[config.mk]
export PLATFORM = sky130hd
export DESIGN_NAME = epi_irq_unit
export DESIGN_NICKNAME = d
export VERILOG_FILES = /design/src/rtl/epi_pkg.sv /design/src/rtl/epi_irq_unit.sv /design/src/rtl/epi_pin_detect.sv
export SDC_FILE = /design/constraint.sdc
export NUM_CORES = 1
export LEC_CHECK = 0
export ABC_CLOCK_PERIOD_IN_PS = 2600
export BUFFER_PORTS_ARGS = -buffer_cell sky130_fd_sc_hd__buf_2
export CORE_UTILIZATION = 50
export CTS_CLUSTER_DIAMETER = 200
export DETAILED_ROUTE_END_ITERATION = 12
export GPL_TIMING_DRIVEN = 0
export PLACE_DENSITY_LB_ADDON = 0.3
export SETUP_SLACK_MARGIN = 0.15
export SLEW_MARGIN = 20
export SYNTH_ARGS = -nofsm -noshare
export SYNTH_HDL_FRONTEND = slang
export SYNTH_SLANG_ARGS = --single-unit
[constraint.sdc]
create_clock -name clk_i -period 2.6 [get_ports clk_i]
set_clock_uncertainty 0.2 [all_clocks]
set_input_delay 0.52 -clock clk_i [delete_from_list [all_inputs] [get_ports clk_i]]
set_output_delay 0.52 -clock clk_i [all_outputs]
set_load 0.01 [all_outputs]
[src/rtl/epi_pkg.sv]
// shared constants, types and decode helpers for the external pin irq unit
package epi_pkg;
   localparam int EPI_PINS = 16;
   localparam int EPI_AW = 8;
   localparam int EPI_DW = 32;

   // printed offsets, used as byte addresses on the plain port
   localparam logic [7:0] OFS_CTRL = 8'h00;
   localparam logic [7:0] OFS_STATUS = 8'h01;
   localparam logic [7:0] OFS_NMI_CTRL = 8'h02;
   localparam logic [7:0] OFS_NMI_FLAG = 8'h03;
   localparam logic [7:0] OFS_EVT_CTRL = 8'h04;
   localparam logic [7:0] OFS_EN_CLR = 8'h08;
   localparam logic [7:0] OFS_EN_SET = 8'h0c;
   localparam logic [7:0] OFS_FLAGS = 8'h10;
   localparam logic [7:0] OFS_WAKE = 8'h14;
   localparam logic [7:0] OFS_CFG0 = 8'h18;
   localparam logic [7:0] OFS_CFG1 = 8'h1c;

   // field positions
   localparam int CTRL_SOFT_RESET_BIT = 0;
   localparam int CTRL_EN_BIT = 1;
   localparam int STATUS_BUSY_BIT = 7;
   localparam int CFG_FIELD_W = 4;
   localparam int CFG_FILT_BIT = 3;

   // reset values
   localparam logic [15:0] RST_PIN_VEC = 16'h0000;
   localparam logic [31:0] RST_CFG_WORD = 32'h0000_0000;
   localparam logic [3:0] RST_NMI_CTRL = 4'h0;

   // cycles the enable/soft reset handshake takes to settle
   localparam logic [1:0] SYNC_CYCLES = 2'h3;

   // sense encodings
   localparam logic [2:0] SENSE_NONE = 3'h0;
   localparam logic [2:0] SENSE_RISE = 3'h1;
   localparam logic [2:0] SENSE_FALL = 3'h2;
   localparam logic [2:0] SENSE_BOTH = 3'h3;
   localparam logic [2:0] SENSE_HIGH = 3'h4;
   localparam logic [2:0] SENSE_LOW = 3'h5;

   typedef struct packed {
      logic filt;
      logic [2:0] sense;
   } epi_pin_cfg_s;

   typedef enum logic [1:0] {
      SY_IDLE = 2'b01,
      SY_BUSY = 2'b10
   } epi_sync_e;

   function automatic logic epi_sense_hit(input logic [2:0] sense, input logic val,
                                          input logic prev);
      unique case (sense)
         SENSE_RISE: epi_sense_hit = val & ~prev;
         SENSE_FALL: epi_sense_hit = ~val & prev;
         SENSE_BOTH: epi_sense_hit = val ^ prev;
         SENSE_HIGH: epi_sense_hit = val;
         SENSE_LOW: epi_sense_hit = ~val;
         default: epi_sense_hit = 1'b0;
      endcase
   endfunction

   // filter or edge sensing needs the detect clock running
   function automatic logic epi_needs_clk(input epi_pin_cfg_s c);
      epi_needs_clk = c.filt | (c.sense inside {SENSE_RISE, SENSE_FALL, SENSE_BOTH});
   endfunction
endpackage

[src/rtl/epi_irq_unit.sv]
// external pin irq unit: registers, enable sync, flags, irq, nmi, events, wake
//
// Notes on behaviour
// - sense field picks edge/level, zero means off
// - cleared edge flag waits for new edge
// - cleared level flag resets while level holds
// - filter is majority of three samples
// - filter only while its enable bit set
// - unfiltered level detection needs no ticks
// - filter or edge config requests detect clock
// - latency bounded by few clocks per mode
// - nmi has own sense and filter
// - nmi ignores global enable, resets off
// - nmi flag always drives nmi line
// - enable set/clear by writing ones
// - irq while flagged and enabled pin
// - one shared irq, separate nmi line
// - per-pin event enable gates events
// - per-pin wake enable allows wake-up
// - global enable starts and stops block
// - soft reset restores all registers, disables
// - enable/reset writes set sync pending
// - writes during pending share one slot, the last wins; a parked soft reset stays
// - events are single pulses
// - soft reset write discards other bits
// - enable reads back once its write launches
`timescale 1ns/1ns
module epi_irq_unit (
   input wire logic clk_i,
   input wire logic rst_b_i,
   input wire logic [epi_pkg::EPI_AW-1:0] addr_i,
   input wire logic [epi_pkg::EPI_DW-1:0] wdata_i,
   input wire logic wr_i,
   input wire logic rd_i,
   output logic [epi_pkg::EPI_DW-1:0] rdata_o,
   input wire logic [epi_pkg::EPI_PINS-1:0] ext_irq_pin_i,
   input wire logic nmi_pin_i,
   input wire logic detect_clock_i,
   output logic irq_o,
   output logic nmi_o,
   output logic [epi_pkg::EPI_PINS-1:0] event_o,
   output logic wake_o,
   output logic detect_clk_req_o
);
   import epi_pkg::*;

   // detect clock is sampled as a plain input; its rising edge is the filter tick
   logic dck1_q;
   logic dck2_q;
   logic dck3_q;
   wire logic tick;

   logic ctrl_en_q;
   logic en_act_q;
   logic pend_soft_reset_q;
   epi_sync_e sy_q;
   logic [1:0] cnt_q;
   logic def_v_q;
   logic def_en_q;
   logic def_soft_reset_q;
   logic [3:0] nmi_ctrl_q;
   logic nmi_flag_q;
   logic [15:0] evt_en_q;
   logic [15:0] inten_q;
   logic [15:0] flags_q;
   logic [15:0] wake_en_q;
   logic [63:0] cfg_q;
   logic [15:0] match_prev_q;
   logic [31:0] rdata_q;
   logic irq_q;
   logic nmi_q;
   logic [15:0] event_q;
   logic wake_q;
   logic clk_req_q;

   wire logic [15:0] pin_match;
   wire logic nmi_match;
   wire logic [16:0] pin_clk_need;
   wire logic wr_ctrl;
   wire logic busy;
   wire logic done;
   wire logic srst_done;
   wire logic launch_new;
   wire logic launch_def;
   wire logic launch;
   wire logic lw_en;
   wire logic lw_soft_reset;
   wire logic [15:0] wd16;
   wire logic wr_nmi_ctrl;
   wire logic wr_nmi_flag;
   wire logic wr_evt;
   wire logic wr_clr;
   wire logic wr_set;
   wire logic wr_flags;
   wire logic wr_wake;
   wire logic wr_cfg0;
   wire logic wr_cfg1;
   wire logic [31:0] rd_mux;
   wire logic [15:0] flags_d;
   wire logic nmi_flag_d;
   wire logic [15:0] inten_base;

   assign tick = dck2_q & ~dck3_q;

   always_ff @(posedge clk_i or negedge rst_b_i) begin
      if (!rst_b_i) begin
         dck1_q <= 1'b0;
         dck2_q <= 1'b0;
         dck3_q <= 1'b0;
      end else begin
         dck1_q <= detect_clock_i;
         dck2_q <= dck1_q;
         dck3_q <= dck2_q;
      end
   end

   // pin detectors
   genvar gi;
   generate
      for (gi = 0; gi < EPI_PINS; gi++) begin : g_pin
         epi_pin_detect u_det (
            .clk_i(clk_i),
            .rst_b_i(rst_b_i),
            .pin_i(ext_irq_pin_i[gi]),
            .tick_i(tick),
            .cfg_i(cfg_q[CFG_FIELD_W*gi +: CFG_FIELD_W]),
            .active_i(en_act_q),
            .match_o(pin_match[gi])
         );
         assign pin_clk_need[gi] = epi_needs_clk(cfg_q[CFG_FIELD_W*gi +: CFG_FIELD_W]);
      end
   endgenerate

   // nmi runs on its own sense and filter fields alone, whatever the global enable says
   epi_pin_detect u_nmi_det (
      .clk_i(clk_i),
      .rst_b_i(rst_b_i),
      .pin_i(nmi_pin_i),
      .tick_i(tick),
      .cfg_i(nmi_ctrl_q),
      .active_i(1'b1),
      .match_o(nmi_match)
   );
   assign pin_clk_need[16] = epi_needs_clk(nmi_ctrl_q);

   // address decode
   assign wd16 = wdata_i[15:0];
   assign wr_ctrl = wr_i & (addr_i == OFS_CTRL);
   assign wr_nmi_ctrl = wr_i & (addr_i == OFS_NMI_CTRL);
   assign wr_nmi_flag = wr_i & (addr_i == OFS_NMI_FLAG);
   assign wr_evt = wr_i & (addr_i == OFS_EVT_CTRL);
   assign wr_clr = wr_i & (addr_i == OFS_EN_CLR);
   assign wr_set = wr_i & (addr_i == OFS_EN_SET);
   assign wr_flags = wr_i & (addr_i == OFS_FLAGS);
   assign wr_wake = wr_i & (addr_i == OFS_WAKE);
   assign wr_cfg0 = wr_i & (addr_i == OFS_CFG0);
   assign wr_cfg1 = wr_i & (addr_i == OFS_CFG1);

   // enable / soft reset handshake; the port cannot stall, so a write that
   // lands while busy is parked and launched when the current one ends
   assign busy = (sy_q == SY_BUSY);
   assign done = busy & (cnt_q == 2'h0);
   assign srst_done = done & pend_soft_reset_q;
   // a write parked in the finishing cycle launches from idle one cycle on
   assign launch_def = def_v_q & (done | ~busy);
   assign launch_new = wr_ctrl & ~busy & ~def_v_q;
   assign launch = launch_new | launch_def;
   assign lw_soft_reset = launch_def ? def_soft_reset_q : wdata_i[CTRL_SOFT_RESET_BIT];
   assign lw_en = launch_def ? def_en_q : wdata_i[CTRL_EN_BIT];

   always_ff @(posedge clk_i or negedge rst_b_i) begin
      if (!rst_b_i) begin
         sy_q <= SY_IDLE;
         cnt_q <= 2'h0;
      end else begin
         unique case (sy_q)
            SY_IDLE: begin
               if (launch) begin
                  sy_q <= SY_BUSY;
                  cnt_q <= SYNC_CYCLES - 2'h1;
               end
            end
            SY_BUSY: begin
               if (launch) begin
                  cnt_q <= SYNC_CYCLES - 2'h1;
               end else if (done) begin
                  sy_q <= SY_IDLE;
               end else begin
                  cnt_q <= cnt_q - 2'h1;
               end
            end
         endcase
      end
   end

   always_ff @(posedge clk_i or negedge rst_b_i) begin
      if (!rst_b_i) begin
         def_v_q <= 1'b0;
         def_en_q <= 1'b0;
         def_soft_reset_q <= 1'b0;
      end else if (wr_ctrl & (busy | def_v_q)) begin
         // a parked soft reset is never overwritten by a later enable write
         def_v_q <= 1'b1;
         def_en_q <= wdata_i[CTRL_EN_BIT] & ~wdata_i[CTRL_SOFT_RESET_BIT];
         def_soft_reset_q <= (def_v_q & ~launch_def & def_soft_reset_q) | wdata_i[CTRL_SOFT_RESET_BIT];
      end else if (launch_def) begin
         def_v_q <= 1'b0;
         def_soft_reset_q <= 1'b0;
      end
   end

   always_ff @(posedge clk_i or negedge rst_b_i) begin
      if (!rst_b_i) begin
         ctrl_en_q <= 1'b0;
         en_act_q <= 1'b0;
         pend_soft_reset_q <= 1'b0;
      end else begin
         if (srst_done) begin
            ctrl_en_q <= 1'b0;
         end
         if (done) begin
            en_act_q <= pend_soft_reset_q ? 1'b0 : ctrl_en_q;
         end
         if (launch) begin
            pend_soft_reset_q <= lw_soft_reset;
            if (!lw_soft_reset) begin
               ctrl_en_q <= lw_en;
            end
         end
      end
   end

   // a write in the soft reset finishing cycle lands on the reset value
   assign inten_base = srst_done ? RST_PIN_VEC : inten_q;

   // configuration registers; soft reset completion returns them to reset
   always_ff @(posedge clk_i or negedge rst_b_i) begin
      if (!rst_b_i) begin
         nmi_ctrl_q <= RST_NMI_CTRL;
         evt_en_q <= RST_PIN_VEC;
         inten_q <= RST_PIN_VEC;
         wake_en_q <= RST_PIN_VEC;
         cfg_q <= {RST_CFG_WORD, RST_CFG_WORD};
      end else begin
         if (srst_done) begin
            nmi_ctrl_q <= RST_NMI_CTRL;
            evt_en_q <= RST_PIN_VEC;
            inten_q <= RST_PIN_VEC;
            wake_en_q <= RST_PIN_VEC;
            cfg_q <= {RST_CFG_WORD, RST_CFG_WORD};
         end
         if (wr_nmi_ctrl) begin
            nmi_ctrl_q <= wdata_i[3:0];
         end
         if (wr_evt) begin
            evt_en_q <= wd16;
         end
         if (wr_set) begin
            inten_q <= inten_base | wd16;
         end
         if (wr_clr) begin
            inten_q <= inten_base & ~wd16;
         end
         if (wr_wake) begin
            wake_en_q <= wd16;
         end
         if (wr_cfg0) begin
            cfg_q[31:0] <= wdata_i;
         end
         if (wr_cfg1) begin
            cfg_q[63:32] <= wdata_i;
         end
      end
   end

   // flags: a detection in the clearing cycle wins over the clear
   assign flags_d = srst_done ? RST_PIN_VEC
                  : ((flags_q & ~(wr_flags ? wd16 : 16'h0000)) | pin_match);
   assign nmi_flag_d = srst_done ? 1'b0
                     : ((nmi_flag_q & ~(wr_nmi_flag & wdata_i[0])) | nmi_match);

   always_ff @(posedge clk_i or negedge rst_b_i) begin
      if (!rst_b_i) begin
         flags_q <= RST_PIN_VEC;
         nmi_flag_q <= 1'b0;
         match_prev_q <= RST_PIN_VEC;
      end else begin
         flags_q <= flags_d;
         nmi_flag_q <= nmi_flag_d;
         match_prev_q <= pin_match;
      end
   end

   // outputs, all registered
   always_ff @(posedge clk_i or negedge rst_b_i) begin
      if (!rst_b_i) begin
         irq_q <= 1'b0;
         nmi_q <= 1'b0;
         event_q <= RST_PIN_VEC;
         wake_q <= 1'b0;
         clk_req_q <= 1'b0;
      end else begin
         irq_q <= |(flags_q & inten_q);
         nmi_q <= nmi_flag_q;
         // level matches hold for many cycles, so only the rising match is sent
         event_q <= pin_match & ~match_prev_q & evt_en_q;
         wake_q <= |(pin_match & wake_en_q);
         clk_req_q <= |pin_clk_need;
      end
   end

   // read mux; unmapped addresses read zero
   assign rd_mux =
      (addr_i == OFS_CTRL) ? {30'h0, ctrl_en_q, (busy & pend_soft_reset_q) | (def_v_q & def_soft_reset_q)} :
      (addr_i == OFS_STATUS) ? {24'h0, busy | def_v_q, 7'h00} :
      (addr_i == OFS_NMI_CTRL) ? {28'h0, nmi_ctrl_q} :
      (addr_i == OFS_NMI_FLAG) ? {31'h0, nmi_flag_q} :
      (addr_i == OFS_EVT_CTRL) ? {16'h0, evt_en_q} :
      (addr_i == OFS_EN_CLR) ? {16'h0, inten_q} :
      (addr_i == OFS_EN_SET) ? {16'h0, inten_q} :
      (addr_i == OFS_FLAGS) ? {16'h0, flags_q} :
      (addr_i == OFS_WAKE) ? {16'h0, wake_en_q} :
      (addr_i == OFS_CFG0) ? cfg_q[31:0] :
      (addr_i == OFS_CFG1) ? cfg_q[63:32] : 32'h0;

   always_ff @(posedge clk_i or negedge rst_b_i) begin
      if (!rst_b_i) begin
         rdata_q <= 32'h0;
      end else begin
         rdata_q <= rd_i ? rd_mux : 32'h0;
      end
   end

   assign rdata_o = rdata_q;
   assign irq_o = irq_q;
   assign nmi_o = nmi_q;
   assign event_o = event_q;
   assign wake_o = wake_q;
   assign detect_clk_req_o = clk_req_q;
endmodule

[src/rtl/epi_pin_detect.sv]
// one pin: synchroniser, majority filter and sense match
`timescale 1ns/1ns
module epi_pin_detect (
   input wire logic clk_i,
   input wire logic rst_b_i,
   input wire logic pin_i,
   input wire logic tick_i,
   input epi_pkg::epi_pin_cfg_s cfg_i,
   input wire logic active_i,
   output logic match_o
);
   import epi_pkg::*;

   logic sync1_q;
   logic sync2_q;
   logic [2:0] samp_q;
   logic prev_q;
   wire logic maj;
   wire logic val;

   always_ff @(posedge clk_i or negedge rst_b_i) begin
      if (!rst_b_i) begin
         sync1_q <= 1'b0;
         sync2_q <= 1'b0;
         samp_q <= 3'h0;
         prev_q <= 1'b0;
      end else begin
         sync1_q <= pin_i;
         sync2_q <= sync1_q;
         if (tick_i) begin
            samp_q <= {samp_q[1:0], sync2_q};
         end
         prev_q <= val;
      end
   end

   assign maj = (samp_q[0] & samp_q[1]) | (samp_q[0] & samp_q[2]) | (samp_q[1] & samp_q[2]);
   assign val = cfg_i.filt ? maj : sync2_q;
   // edges only fire on a change of val, so a cleared edge flag waits for a new edge
   assign match_o = active_i & epi_sense_hit(cfg_i.sense, val, prev_q);
endmodule

=== Word-level counts from Yosys, hierarchy flattened ===
Index checks and enable logic that the tools add are counted.

* Latch bits: 0
* Output and inout port bits: 52
* Logic and storage cells: 552
* Memories: 0
* Register bits: 316
* Bits in read-only memories: 0
* Memory bits (writable): 0
* Input bits: 62

* Multiplexer cells: 76
* Add/subtract/negate cells: 1
* Divide/modulo/power cells: 0
* Multiply operators: 0
* Bitwise gates (word level): 250
* Reduce and logical (&&, ||, !) cells: 30
* Eq/ne operators: 101
* Magnitude comparators: 0
* Shift operators: 0

{| class="wikitable"
|+ Operator list
! operator !! number
|-
| 32-bit two-way mux || 14
|-
| 16-bit two-way mux || 8
|-
| 1-bit AND || 125
|-
| 3-bit by 2-bit == test with 1-bit output (second input constant) || 34
|-
| 3-bit == test (second input constant) || 34
|-
| 16-bit AND || 6
|-
| 1-bit case mux with 5 select lines || 17
|-
| 64-bit two-way mux || 1
|-
| 1-bit bitwise OR || 57
|-
| 3-bit by 1-bit == test with 1-bit output (second input constant) || 17
|-
| 3-bit nonzero test || 17
|-
| 16-bit NOT || 3
|-
| 1-bit NOT || 40
|-
| 8-bit by 5-bit == test with 1-bit output (second input constant) || 4
|-
| 16-bit bitwise OR || 2
|-
| 16-bit OR reduction || 2
|-
| 1-bit two-way mux || 27
|-
| 17-bit OR reduction || 1
|-
| 1-bit XOR || 17
|-
| 8-bit by 2-bit == test with 1-bit output (second input constant) || 2
|-
| 8-bit by 4-bit == test with 1-bit output (second input constant) || 2
|-
| 2-bit nonzero test || 6
|-
| 2-bit two-way mux || 5
|-
| 8-bit by 1-bit == test with 1-bit output (second input constant) || 1
|-
| 13 further kinds || 16
|}

=== Longest topological paths before layout ===
Gate-level depths: netlist of run 1.

* Word-level depth: 13
* Depth in mapped cells: 11
* Gate-level depth less buffers: 11

=== Cells and area by module ===
A second synthesis of run 1 with hierarchy kept.

* Cell total of the unflattened synthesis: 1402
* Area total of the unflattened synthesis: 14575.2 sq um

{| class="wikitable"
|+ By module, submodules not included
! module !! times used !! cells each !! area each (sq um) !! sequential area each (sq um)
|-
| epi_irq_unit || 1 || 960 || 9321.4 || 5356.4
|-
| epi_pin_detect || 17 || 26 || 309.0 || 150.1
|}

=== Worst setup path after synthesis of run 1 ===
Ideal clock, no wire load.

* Path type: reg2reg
* Start point: register cfg_q[59]
* End point: register wake_q (netlist: wake_o)
* Required time: 2.259 ns
* Setup slack: 0.150 ns
* Setup time: 0.141 ns
* Path buffers: 0
* Data arrival time: 2.109 ns
* Stages on the path, launching flop included: 11
* Clock period less this slack: 2.450 ns
* Cell sequence: dfrtp_1 > o21ai_0 > o21ai_0 > inv_1 > ha_1 > nor2b_1 > o2111a_1 > a2111oi_0 > and4_1 > and4_1 > a41oi_2

* Longest elaborated chain between the ends: 7
* Elaborated cells between the ends (all ways): 9
* Classes of those cells: 2 x mux; 6 x bitwise; 1 x reduce/logical

{| class="wikitable"
|+ RTL lines
! element !! RTL line !! source
|-
| start, declared || epi_irq_unit.sv:67 || <nowiki>logic [63:0] cfg_q;</nowiki>
|-
| start signal, assigned || epi_irq_unit.sv:243 || <nowiki>cfg_q <= {RST_CFG_WORD, RST_CFG_WORD};</nowiki>
|-
| start signal, assigned || epi_irq_unit.sv:250 || <nowiki>cfg_q <= {RST_CFG_WORD, RST_CFG_WORD};</nowiki>
|-
| start signal, assigned || epi_irq_unit.sv:271 || <nowiki>cfg_q[63:32] <= wdata_i;</nowiki>
|-
| 1-bit two-way mux (*) || epi_pin_detect.sv:38 || <nowiki>assign val = cfg_i.filt ? maj : sync2_q;</nowiki>
|-
| via g_pin[14].u_det.val || epi_pin_detect.sv:19 || <nowiki>wire logic val;</nowiki>
|-
| 1-bit NOT || epi_pkg.sv:57, epi_pkg.sv:60 ||
|-
| 1-bit AND || epi_pkg.sv:57 || <nowiki>SENSE_FALL: epi_sense_hit = ~val & prev;</nowiki>
|-
| 1-bit case mux with 5 select lines (*) || epi_pkg.sv:55 || <nowiki>unique case (sense)</nowiki>
|-
| 1-bit AND (*) || epi_pin_detect.sv:40 || <nowiki>assign match_o = active_i & epi_sense_hit(cfg_i.sense, val, prev_q);</nowiki>
|-
| 16-bit AND (*) || epi_irq_unit.sv:307 || <nowiki>wake_q <= |(pin_match & wake_en_q);</nowiki>
|-
| 16-bit OR reduction (*) || epi_irq_unit.sv:307 ||
|-
| end signal, assigned || epi_irq_unit.sv:307 ||
|-
| end, declared || epi_irq_unit.sv:73 || <nowiki>logic wake_q;</nowiki>
|}

Mark *: on every way through the listed nets, which the timed path passes. The rest lies on a longest branch.
A chain may end at the register's enable or synchronous reset.

=== Worst setup path after layout of run 1 ===
* Start point: register cfg_q[48]
* End point: register wake_q (netlist: wake_o)

* Longest elaborated chain between the ends: 5
* Elaborated cells between the ends (all ways): 9
* Classes of those cells: 5 x eq/ne; 1 x mux; 2 x bitwise; 1 x reduce/logical

{| class="wikitable"
|+ RTL lines
! element !! RTL line
|-
| 3-bit == test, or another cell as far along || epi_pkg.sv:55
|-
| 1-bit case mux with 5 select lines (*) || epi_pkg.sv:55
|-
| 1-bit AND (*) || epi_pin_detect.sv:40
|-
| 16-bit AND (*) || epi_irq_unit.sv:307
|-
| 16-bit OR reduction (*) || epi_irq_unit.sv:307
|}

Mark *: on every way between the ends. The rest lies on a longest branch, timed or not.

==> impl_metrics.ini, run 1 <==
[status]
outcome = finished with violations
violations = negative setup slack

[setup_path]
cp.required_ps = 2810
r2r_slack_ps = -110
critPathLaunch = cfg_q[48]
cp_max_fo = 10
crit_type = flip-flop to flip-flop
rr_startpoint = cfg_q[48]
worstPathArrival_ps = 2920
startpoint_type = flip-flop
end_kind = flip-flop

[clocking]
cts_root_buffer = clkbuf_16
cts_tree = done
clk_pin_slew_worst_paths_ps = 60
cts_max_path_buffers = 3
clkSinkCount = 316
cts_buffers = 35
cts-htree-levels = 2
insertion_delay_ps = 530

[pwr]
ir_drop_uv = 733
p_int_mw = 12.0
power.total_mw = 19.2
leakagePower_nw = 8.47
p_sw_mw = 7.19
pwr-share-clk_pct = 27.7
combPwrFrac_pct = 30.6
power_density_nw_per_um2 = 1050
power_frac_seq_pct = 41.7
switching_share_pct = 37.5

[floorplan]
rows = 63
dieArea_sq_um = 31100
pin_count = 114
initial_utilization_pct = 51.0
coreArea_sq_um = 29800
die_x_um = 176
die_h_um = 176

[hold_path]
hp-class = input pin to flip-flop
hold_start = wdata_i[18]

[global_route]
grt_max_degree = 91
grt_pass1_vias = 12100
grt_first_pass_wirelength_um = 74000
grt.overflow.total = 0
grt_use_total_pct = 32.1
antenna_found_initial = 0

[drt]
drc = 0
via_per_inst = 6.08
drt_iter0_drc = 1445
drtAntennaViolNets = 0
vias = 13000
drt-wirelength-per-cell_um = 22.9
wirelength_um = 49000
drtPass1Iterations = 6

[synthesis]
synthCells = 1545
synth-edff-count = 0
synthArstFlopShare_pct = 100
synth-seq-cells = 316
synth_area_sq_um = 15200
synthFlopType = dfrtp_1
synth.distinct_cells = 75
synth-seq-area-share_pct = 52.1
synth.net_count = 1642
yosysWarningCount = 0
syn_avg_cell_area_sq_um = 9.83

[placed_design]
place_hpwl_um = 35800
dp_cells = 2045
gp_congestion = 1.01
portBuffers = 106
post-place-ws_ps = -843
place_area_sq_um = 16300

[timing]
final_max_slew_viol_count = 0
timing.final.crit_period_ps = 2710
final_hold_viol_count = 0
rsz0062_at_grt = yes
timing.fmax_mhz = 369
layout_setup_ws_ps = -109
relSlewSlack_pct = 31.7
worst_pin_slew_ps = 1020
finalSetupViolCount = 1
period_share_pct = 104
whs_ps = 21.0

[cells_and_area]
final_nets = 1823
area_growth_pct = 19.9
fin_area_sq_um = 18200
drive_gt1_share_pct = 19.9
fill_cells = 2499
final_cell_mix = dfrtp_1, nand2_1, buf_2
instances_no_fill = 2143
diodes = 0
layout_commonest_cell = dfrtp_1

[flow_run]
drv_cap = 0
## repair_timing
| action | in CTS | in global routing |
|---|---|---|
| endpoints found under the hold margin | 60 | 0 |
| buffers inserted | 5 | 10 |
| setup endpoints to repair | 72 | 56 |
| hold buffers | 19 | 0 |
| resized for setup | 47 | 57 |
| pin swaps | 9 | 10 |
## worst paths after layout
check / end / cells after the start
max: wake_o / 7
min reg2reg: g_pin[11].u_det.sync2_q / 0
min in group asynchronous: g_pin[4].u_det.sync2_q / 2
max in group asynchronous: sy_q[0] / 5
max reg2reg: wake_o / 7
min: cfg_q[18] / 3
## sequential cells by signal (all words and copies together) (netlist names), 2 cells and up
| name | cells |
|---|---|
| rdata_o | 32 |
| u_nmi_det.samp_q | 3 |
| cnt_q | 2 |
| inten_q | 16 |
| event_o | 16 |
| g_pin.u_det.sync2_q | 16 |
| match_prev_q | 16 |
| sy_q | 2 |
| flags_q | 16 |
| nmi_ctrl_q | 4 |
| g_pin.u_det.sync1_q | 16 |
| cfg_q | 64 |
| evt_en_q | 16 |
| g_pin.u_det.samp_q | 48 |
| g_pin.u_det.prev_q | 16 |
| wake_en_q | 16 |
## critical path, cell delays in order (launching register included)
cell      delay, ps
dfrtp_1         380
clkbuf_1        210
or4bb_1         510
a21oi_1         480
a22oi_1         180
and4_1          230
and4_1          190
a41oi_2         210
## cells in the mapped netlist (19+ instances only)
library cell	n	area share, %
nand2_1	276	6.8
nand3_1	52	1.7
mux2_2	45	3.3
inv_1	78	1.9
ha_1	35	2.9
o21ai_0	120	4.0
a21oi_1	63	2.1
mux2i_1	33	2.2
clkbuf_1	51	1.3
nand2b_1	34	1.4
o22ai_1	30	1.2
o31ai_1	24	1.2
nor2_1	83	2.1
buf_2	30	0.99
a22oi_1	19	0.94
dfrtp_1	315	52
## layer usage
layer	track usage, %	share of wire (%)
met1	44.9	42
met2	48.7	44
met3	6.40	9.3
met4	13.2	4.4
met5	0	0
## power groups by stage
stage	registers, mW	clock network, mW	logic [mW]
floorplan	7.23	0	3.65
finish	7.99	5.32	5.87
CTS	7.88	5.37	5.43
detailed placement	7.97	0	5.03
global route	8.12	5.60	6.46
global placement	7.91	0	4.86
## through the flow
step	util, %	TNS, ps
floorplan	-	0
finish	61.1	-109
global route	61.1	-174
global placement	54.4	-1591060
CTS	60.2	-162
detailed placement	54.8	-12340
## cells by family after synthesis
family          after synthesis  share of synthesized area [%]
mux                          79                           5.66
simple gates                569                           18.4
flops                       316                           52.1
xor+xnor                      6                          0.346
fa+ha+maj                    52                           4.02
buf+inv                     170                           4.60
compound gates              353                           14.9
## cell type report
class	instances	area (sq um)	share of cell area, %
inverters	78	293	1.61
multi-input cells	1059	6880	37.8
clock inverters	17	238	1.30
well taps	390	488	2.68
flip-flops and latches	316	7930	43.5
plain buffers	92	420	2.31
clock buffers	47	1000	5.50
repair buffers	144	970	5.32
Note: power is estimated with default switching activity, not from simulation.
==> inputs of run 2 (changes only) <==
ABC_CLOCK_PERIOD_IN_PS = 2200   (was 2600)
CELL_PAD_IN_SITES_DETAIL_PLACEMENT = 0   (was default)
CELL_PAD_IN_SITES_GLOBAL_PLACEMENT = 1   (was default)
CORE_UTILIZATION = 43   (was 50)
clock period = 2.2 ns   (was 2.6 ns; I/O delays follow)
==> impl_metrics.ini, run 2 (same netlist as run 1, synthesis figures left out) <==
[setup_path]
end_kind = flip-flop
crit_type = flip-flop to flip-flop
cp.required_ps = 2360
reg2reg_depth = 9
cp_max_fo = 3
startpoint_type = flip-flop
rr_startpoint = g_pin[15].u_det.samp_q[1]
worstPathArrival_ps = 2870
r2r_slack_ps = -500
r2r_end = wake_o

[drt]
drc = 0
vias = 13100
drt_iter0_drc = 1172
drtPass1Iterations = 8
drt-wirelength-per-cell_um = 22.5
drtAntennaViolNets = 0
via_per_inst = 5.73
wirelength_um = 51400

[hold_path]
hold_depth = 3
hold_start = wdata_i[14]
whs_endpoint = cfg_q[46]
hp-class = input pin to flip-flop

[floorplan]
die_x_um = 190
pin_count = 114
die_h_um = 190
initial_utilization_pct = 43.9
dieArea_sq_um = 36100
rows = 68
coreArea_sq_um = 34600

[global_route]
grt_use_total_pct = 28.4
antenna_found_initial = 0
grt.overflow.total = 0
grt_first_pass_wirelength_um = 76300
grt_max_degree = 101
grt_pass1_vias = 12300

[pwr]
power_density_nw_per_um2 = 1220
combPwrFrac_pct = 35.4
p_sw_mw = 9.12
leakagePower_nw = 9.03
ir_drop_uv = 629
p_int_mw = 14.9
pwr-share-clk_pct = 25.4
switching_share_pct = 38.0
power.total_mw = 24.0
power_frac_seq_pct = 39.2

[timing]
final_max_slew_viol_count = 0
worst_pin_slew_ps = 744
layout_setup_ws_ps = -503
timing.final.crit_period_ps = 2700
period_share_pct = 123
finalSetupViolCount = 5
whs_ps = 46.6
timing.fmax_mhz = 370
final_hold_viol_count = 0
relSlewSlack_pct = 50.4
rsz0062_at_grt = yes

[cells_and_area]
final_cell_mix = dfrtp_1, nand2_1, buf_2
layout_commonest_cell = dfrtp_1
drive_gt1_share_pct = 29.9
largest_register_ff_count = 64
instances_no_fill = 2283
diodes = 0
fin_area_sq_um = 19600
area_growth_pct = 29.3
largest_register = cfg_q
final_nets = 1897

[flow_run]
drv_cap = 0

[placed_design]
portBuffers = 106
dp_cells = 2109
place_hpwl_um = 36800
place_area_sq_um = 16400
gp_congestion = 0.950

[status]
violations = negative setup slack
outcome = finished with violations

[clocking]
cts_root_buffer = clkbuf_16
clkSinkCount = 316
cts_tree = done
insertion_delay_ps = 540
cts-htree-levels = 2
clk_pin_slew_worst_paths_ps = 70
cts_max_path_buffers = 3
cts_buffers = 37
run 2: cell types whose count changed in the layout (fill, tap and decap cells not counted), moves of 13 or more:
cell / before / now
a21oi_1: 57 / 28
clkbuf_2: 11 / 24
a21oi_2: 3 / 29
clkbuf_1: 47 / 29
buf_4: 19 / 68
dlygate4sd3_1: 19 / 36
buf_6: 1 / 14
run 2: layout make-up:
class	count	area [sq um]
plain buffers	92	523
fillers	3018	15000
inverters	78	295
well taps	455	569
multi-input cells	1059	7540
clock buffers	53	1100
repair buffers	216	1570
clock inverters	14	109
flip-flops and latches	316	7940
run 2: worst max-delay path by stage:
stage | startpoint | endpoint | slack, ps | cells after the start
finish | g_pin[15].u_det.samp_q[1] | wake_o | -500 | 9
floorplan | g_pin[15].u_det.samp_q[0] | wake_o | -140 | 9
detailed placement | cfg_q[43] | wake_o | -1170 | 8
global route | g_pin[15].u_det.samp_q[2] | wake_o | -570 | 9
CTS | g_pin[15].u_det.samp_q[2] | wake_o | -480 | 9
global placement | rst_b_i | g_pin[0].u_det.sync1_q | -5570 | 1
run 2: per-layer routing:
metal	wire, um	GRT usage [%]	vias up	part of all wire (%)
li1	-	-	5951	-
met1	22500	40.4	6491	44
met2	23100	43.6	515	45
met3	3670	4.06	126	7.1
met4	2190	11.5	0	4.3
met5	0	0	-	0
run 2: power groups by stage:
stage                     logic, mW  clock network [mW]  registers [mW]
after global placement         5.89                   0            9.29
after detailed placement       6.06                   0            9.35
after CTS                      7.72                6.18            9.25
after global routing           9.19                6.43            9.58
after floorplan                4.38                   0            8.55
final                          8.49                6.11            9.41
run 2: worst max-delay path: stages (launching register included):
cell and delay [ps]:
dfrtp_1 390, maj3_2 340, a21o_1 200, ha_1 290, nand2b_4 120, a211oi_1 110, a2111o_1 320, nor4_1 170
and4_1 250, a41oi_2 140
run 2: per-stage QoR:
stage / worst slack [ps] / setup TNS [ps] / utilization [%]
6_report: -503 / -878 / 56.7
5_1_grt: -566 / -1730 / 56.7
4_1_cts: -484 / -741 / 55.1
3_5_place_dp: -1170 / -79460 / 47.4
3_3_place_gp: -5570 / -1823310 / 47.1
2_1_floorplan: -137 / -137 / -
run 2: timing repair:
action	in CTS	in global routing
hold buffers	36	0
pin swaps	71	51
setup buffers	54	17
endpoints found under the hold margin	104	0
gates resized for setup	195	113
endpoints found under the setup margin	215	149
==> inputs of run 3 (changes only) <==
SKIP_LAST_GASP = 1   (was default)
==> impl_metrics.ini, run 3 (same netlist as run 1, synthesis figures left out) <==
[floorplan]
rows = 68
die_h_um = 190
die_x_um = 190
dieArea_sq_um = 36100
pin_count = 114
initial_utilization_pct = 43.9
coreArea_sq_um = 34600

[clocking]
clkSinkCount = 316
cts-htree-levels = 2
clk_pin_slew_worst_paths_ps = 70
cts_tree = done
cts_root_buffer = clkbuf_16
cts_buffers = 37
cts_max_path_buffers = 3
insertion_delay_ps = 540

[hold_path]
hp-class = input pin to flip-flop

[global_route]
grt_pass1_vias = 12300
grt_use_total_pct = 28.4
grt.overflow.total = 0
grt_max_degree = 101
grt_first_pass_wirelength_um = 76200
antenna_found_initial = 0

[drt]
drtPass1Iterations = 5
routed-wl-met2_um = 23000
highest_layer = met4
drc = 0
wl_met3_um = 3800
wirelength_um = 51300
drt-wirelength-per-cell_um = 22.4
via_per_inst = 5.71
drtAntennaViolNets = 0
drt_iter0_drc = 1181
wirelength_met1_um = 22400
vias = 13100

[timing]
timing.fmax_mhz = 368
final_hold_viol_count = 0
relSlewSlack_pct = 49.9
finalSetupViolCount = 7
period_share_pct = 124
rsz0062_at_grt = yes
worst_pin_slew_ps = 752
final_max_slew_viol_count = 0
timing.final.crit_period_ps = 2720
tns_ps = -1030
layout_setup_ws_ps = -518

[setup_path]
cp_max_fo = 3
worstPathArrival_ps = 2880
cpPeakStageDelay_ps = 390
crit_chain = maj3_2, a21o_1, ha_1, nand2b_4, a211oi_1, a2111o_1, nor4_1, and4_1, a41oi_2
cp.required_ps = 2360
end_kind = flip-flop
crit_type = flip-flop to flip-flop
crit_buf_inv = 0
cp_top_family = compound AO/OA/AOI/OAI gates
startpoint_type = flip-flop
worst_path_max_delay_cell = dfrtp_1

[cells_and_area]
drive_gt1_share_pct = 29.0
fin_area_sq_um = 19600
fill_cells = 3007
area_growth_pct = 29.0
largest_register_ff_count = 64
final_nets = 1902
final_cell_mix = dfrtp_1, nand2_1, buf_2
diodes = 0
layout_commonest_cell = dfrtp_1
regArea_sq_um = 7940
multiInputGateArea_sq_um = 7490
largest_register = cfg_q

[pwr]
power.total_mw = 24.0
leakagePower_nw = 9.02
power_density_nw_per_um2 = 1220
ir_drop_uv = 630

[placed_design]
portBuffers = 106
place_hpwl_um = 36800
place_area_sq_um = 16400
gp_congestion = 0.950
post-place-ws_ps = -1170

[status]
outcome = finished with violations
violations = negative setup slack

[flow_run]
drv_cap = 0
[run 3: power by group]
group | switching (mW) | internal, mW
combinational | 4.59 | 3.87
clock | 2.49 | 3.60
sequential | 2.03 | 7.38
[run 3: per-stage QoR]
step           std cells  hold WS (ps)  util, %
2_1_floorplan       1545         -55.6        -
3_3_place_gp        2106           133     47.1
3_5_place_dp        2109           132     47.4
4_1_cts             2266          35.9     54.9
5_1_grt             2288          61.4     56.6
6_report            2288          49.3     56.6
[run 3: worst min-delay path, stage by stage]
cell	delay [ps]
buf_2	180
nand2_1	80
o21ai_1	50
[run 3: repair_timing]
action,CTS,global route
hold buffers,36,0
pin swaps,64,57
setup buffers,54,22
endpoints found under the hold margin,104,0
setup endpoints to repair,215,154
resized for setup,171,112
[run 3: layout make-up]
| class | instances | area share [%] |
|---|---|---|
| flip-flops and latches | 316 | 40.5 |
| clock buffers | 53 | 5.61 |
| multi-input cells | 1059 | 38.2 |
| plain buffers | 92 | 2.64 |
| well taps | 455 | 2.90 |
| inverters | 78 | 1.51 |
| repair buffers | 221 | 8.08 |
| clock inverters | 14 | 0.555 |
[run 3: worst paths after layout]
check / depth (start not counted) / start / slack [ps] / end
min: 3 / wdata_i[14] / 50 / cfg_q[46]
min reg2reg: 0 / g_pin[10].u_det.sync1_q / 150 / g_pin[10].u_det.sync2_q
max: 9 / g_pin[15].u_det.samp_q[1] / -520 / wake_o
max reg2reg: 9 / g_pin[15].u_det.samp_q[1] / -520 / wake_o
max in group asynchronous: 3 / rst_b_i / 800 / g_pin[8].u_det.sync2_q
min in group asynchronous: 2 / rst_b_i / 170 / g_pin[15].u_det.sync1_q
[run 3: per-layer routing]
metal / vias up / GRT usage, %
li1: 5964 / -
met1: 6432 / 40.4
met2: 539 / 43.6
met3: 128 / 4.00
met4: 0 / 11.3
met5: - / 0
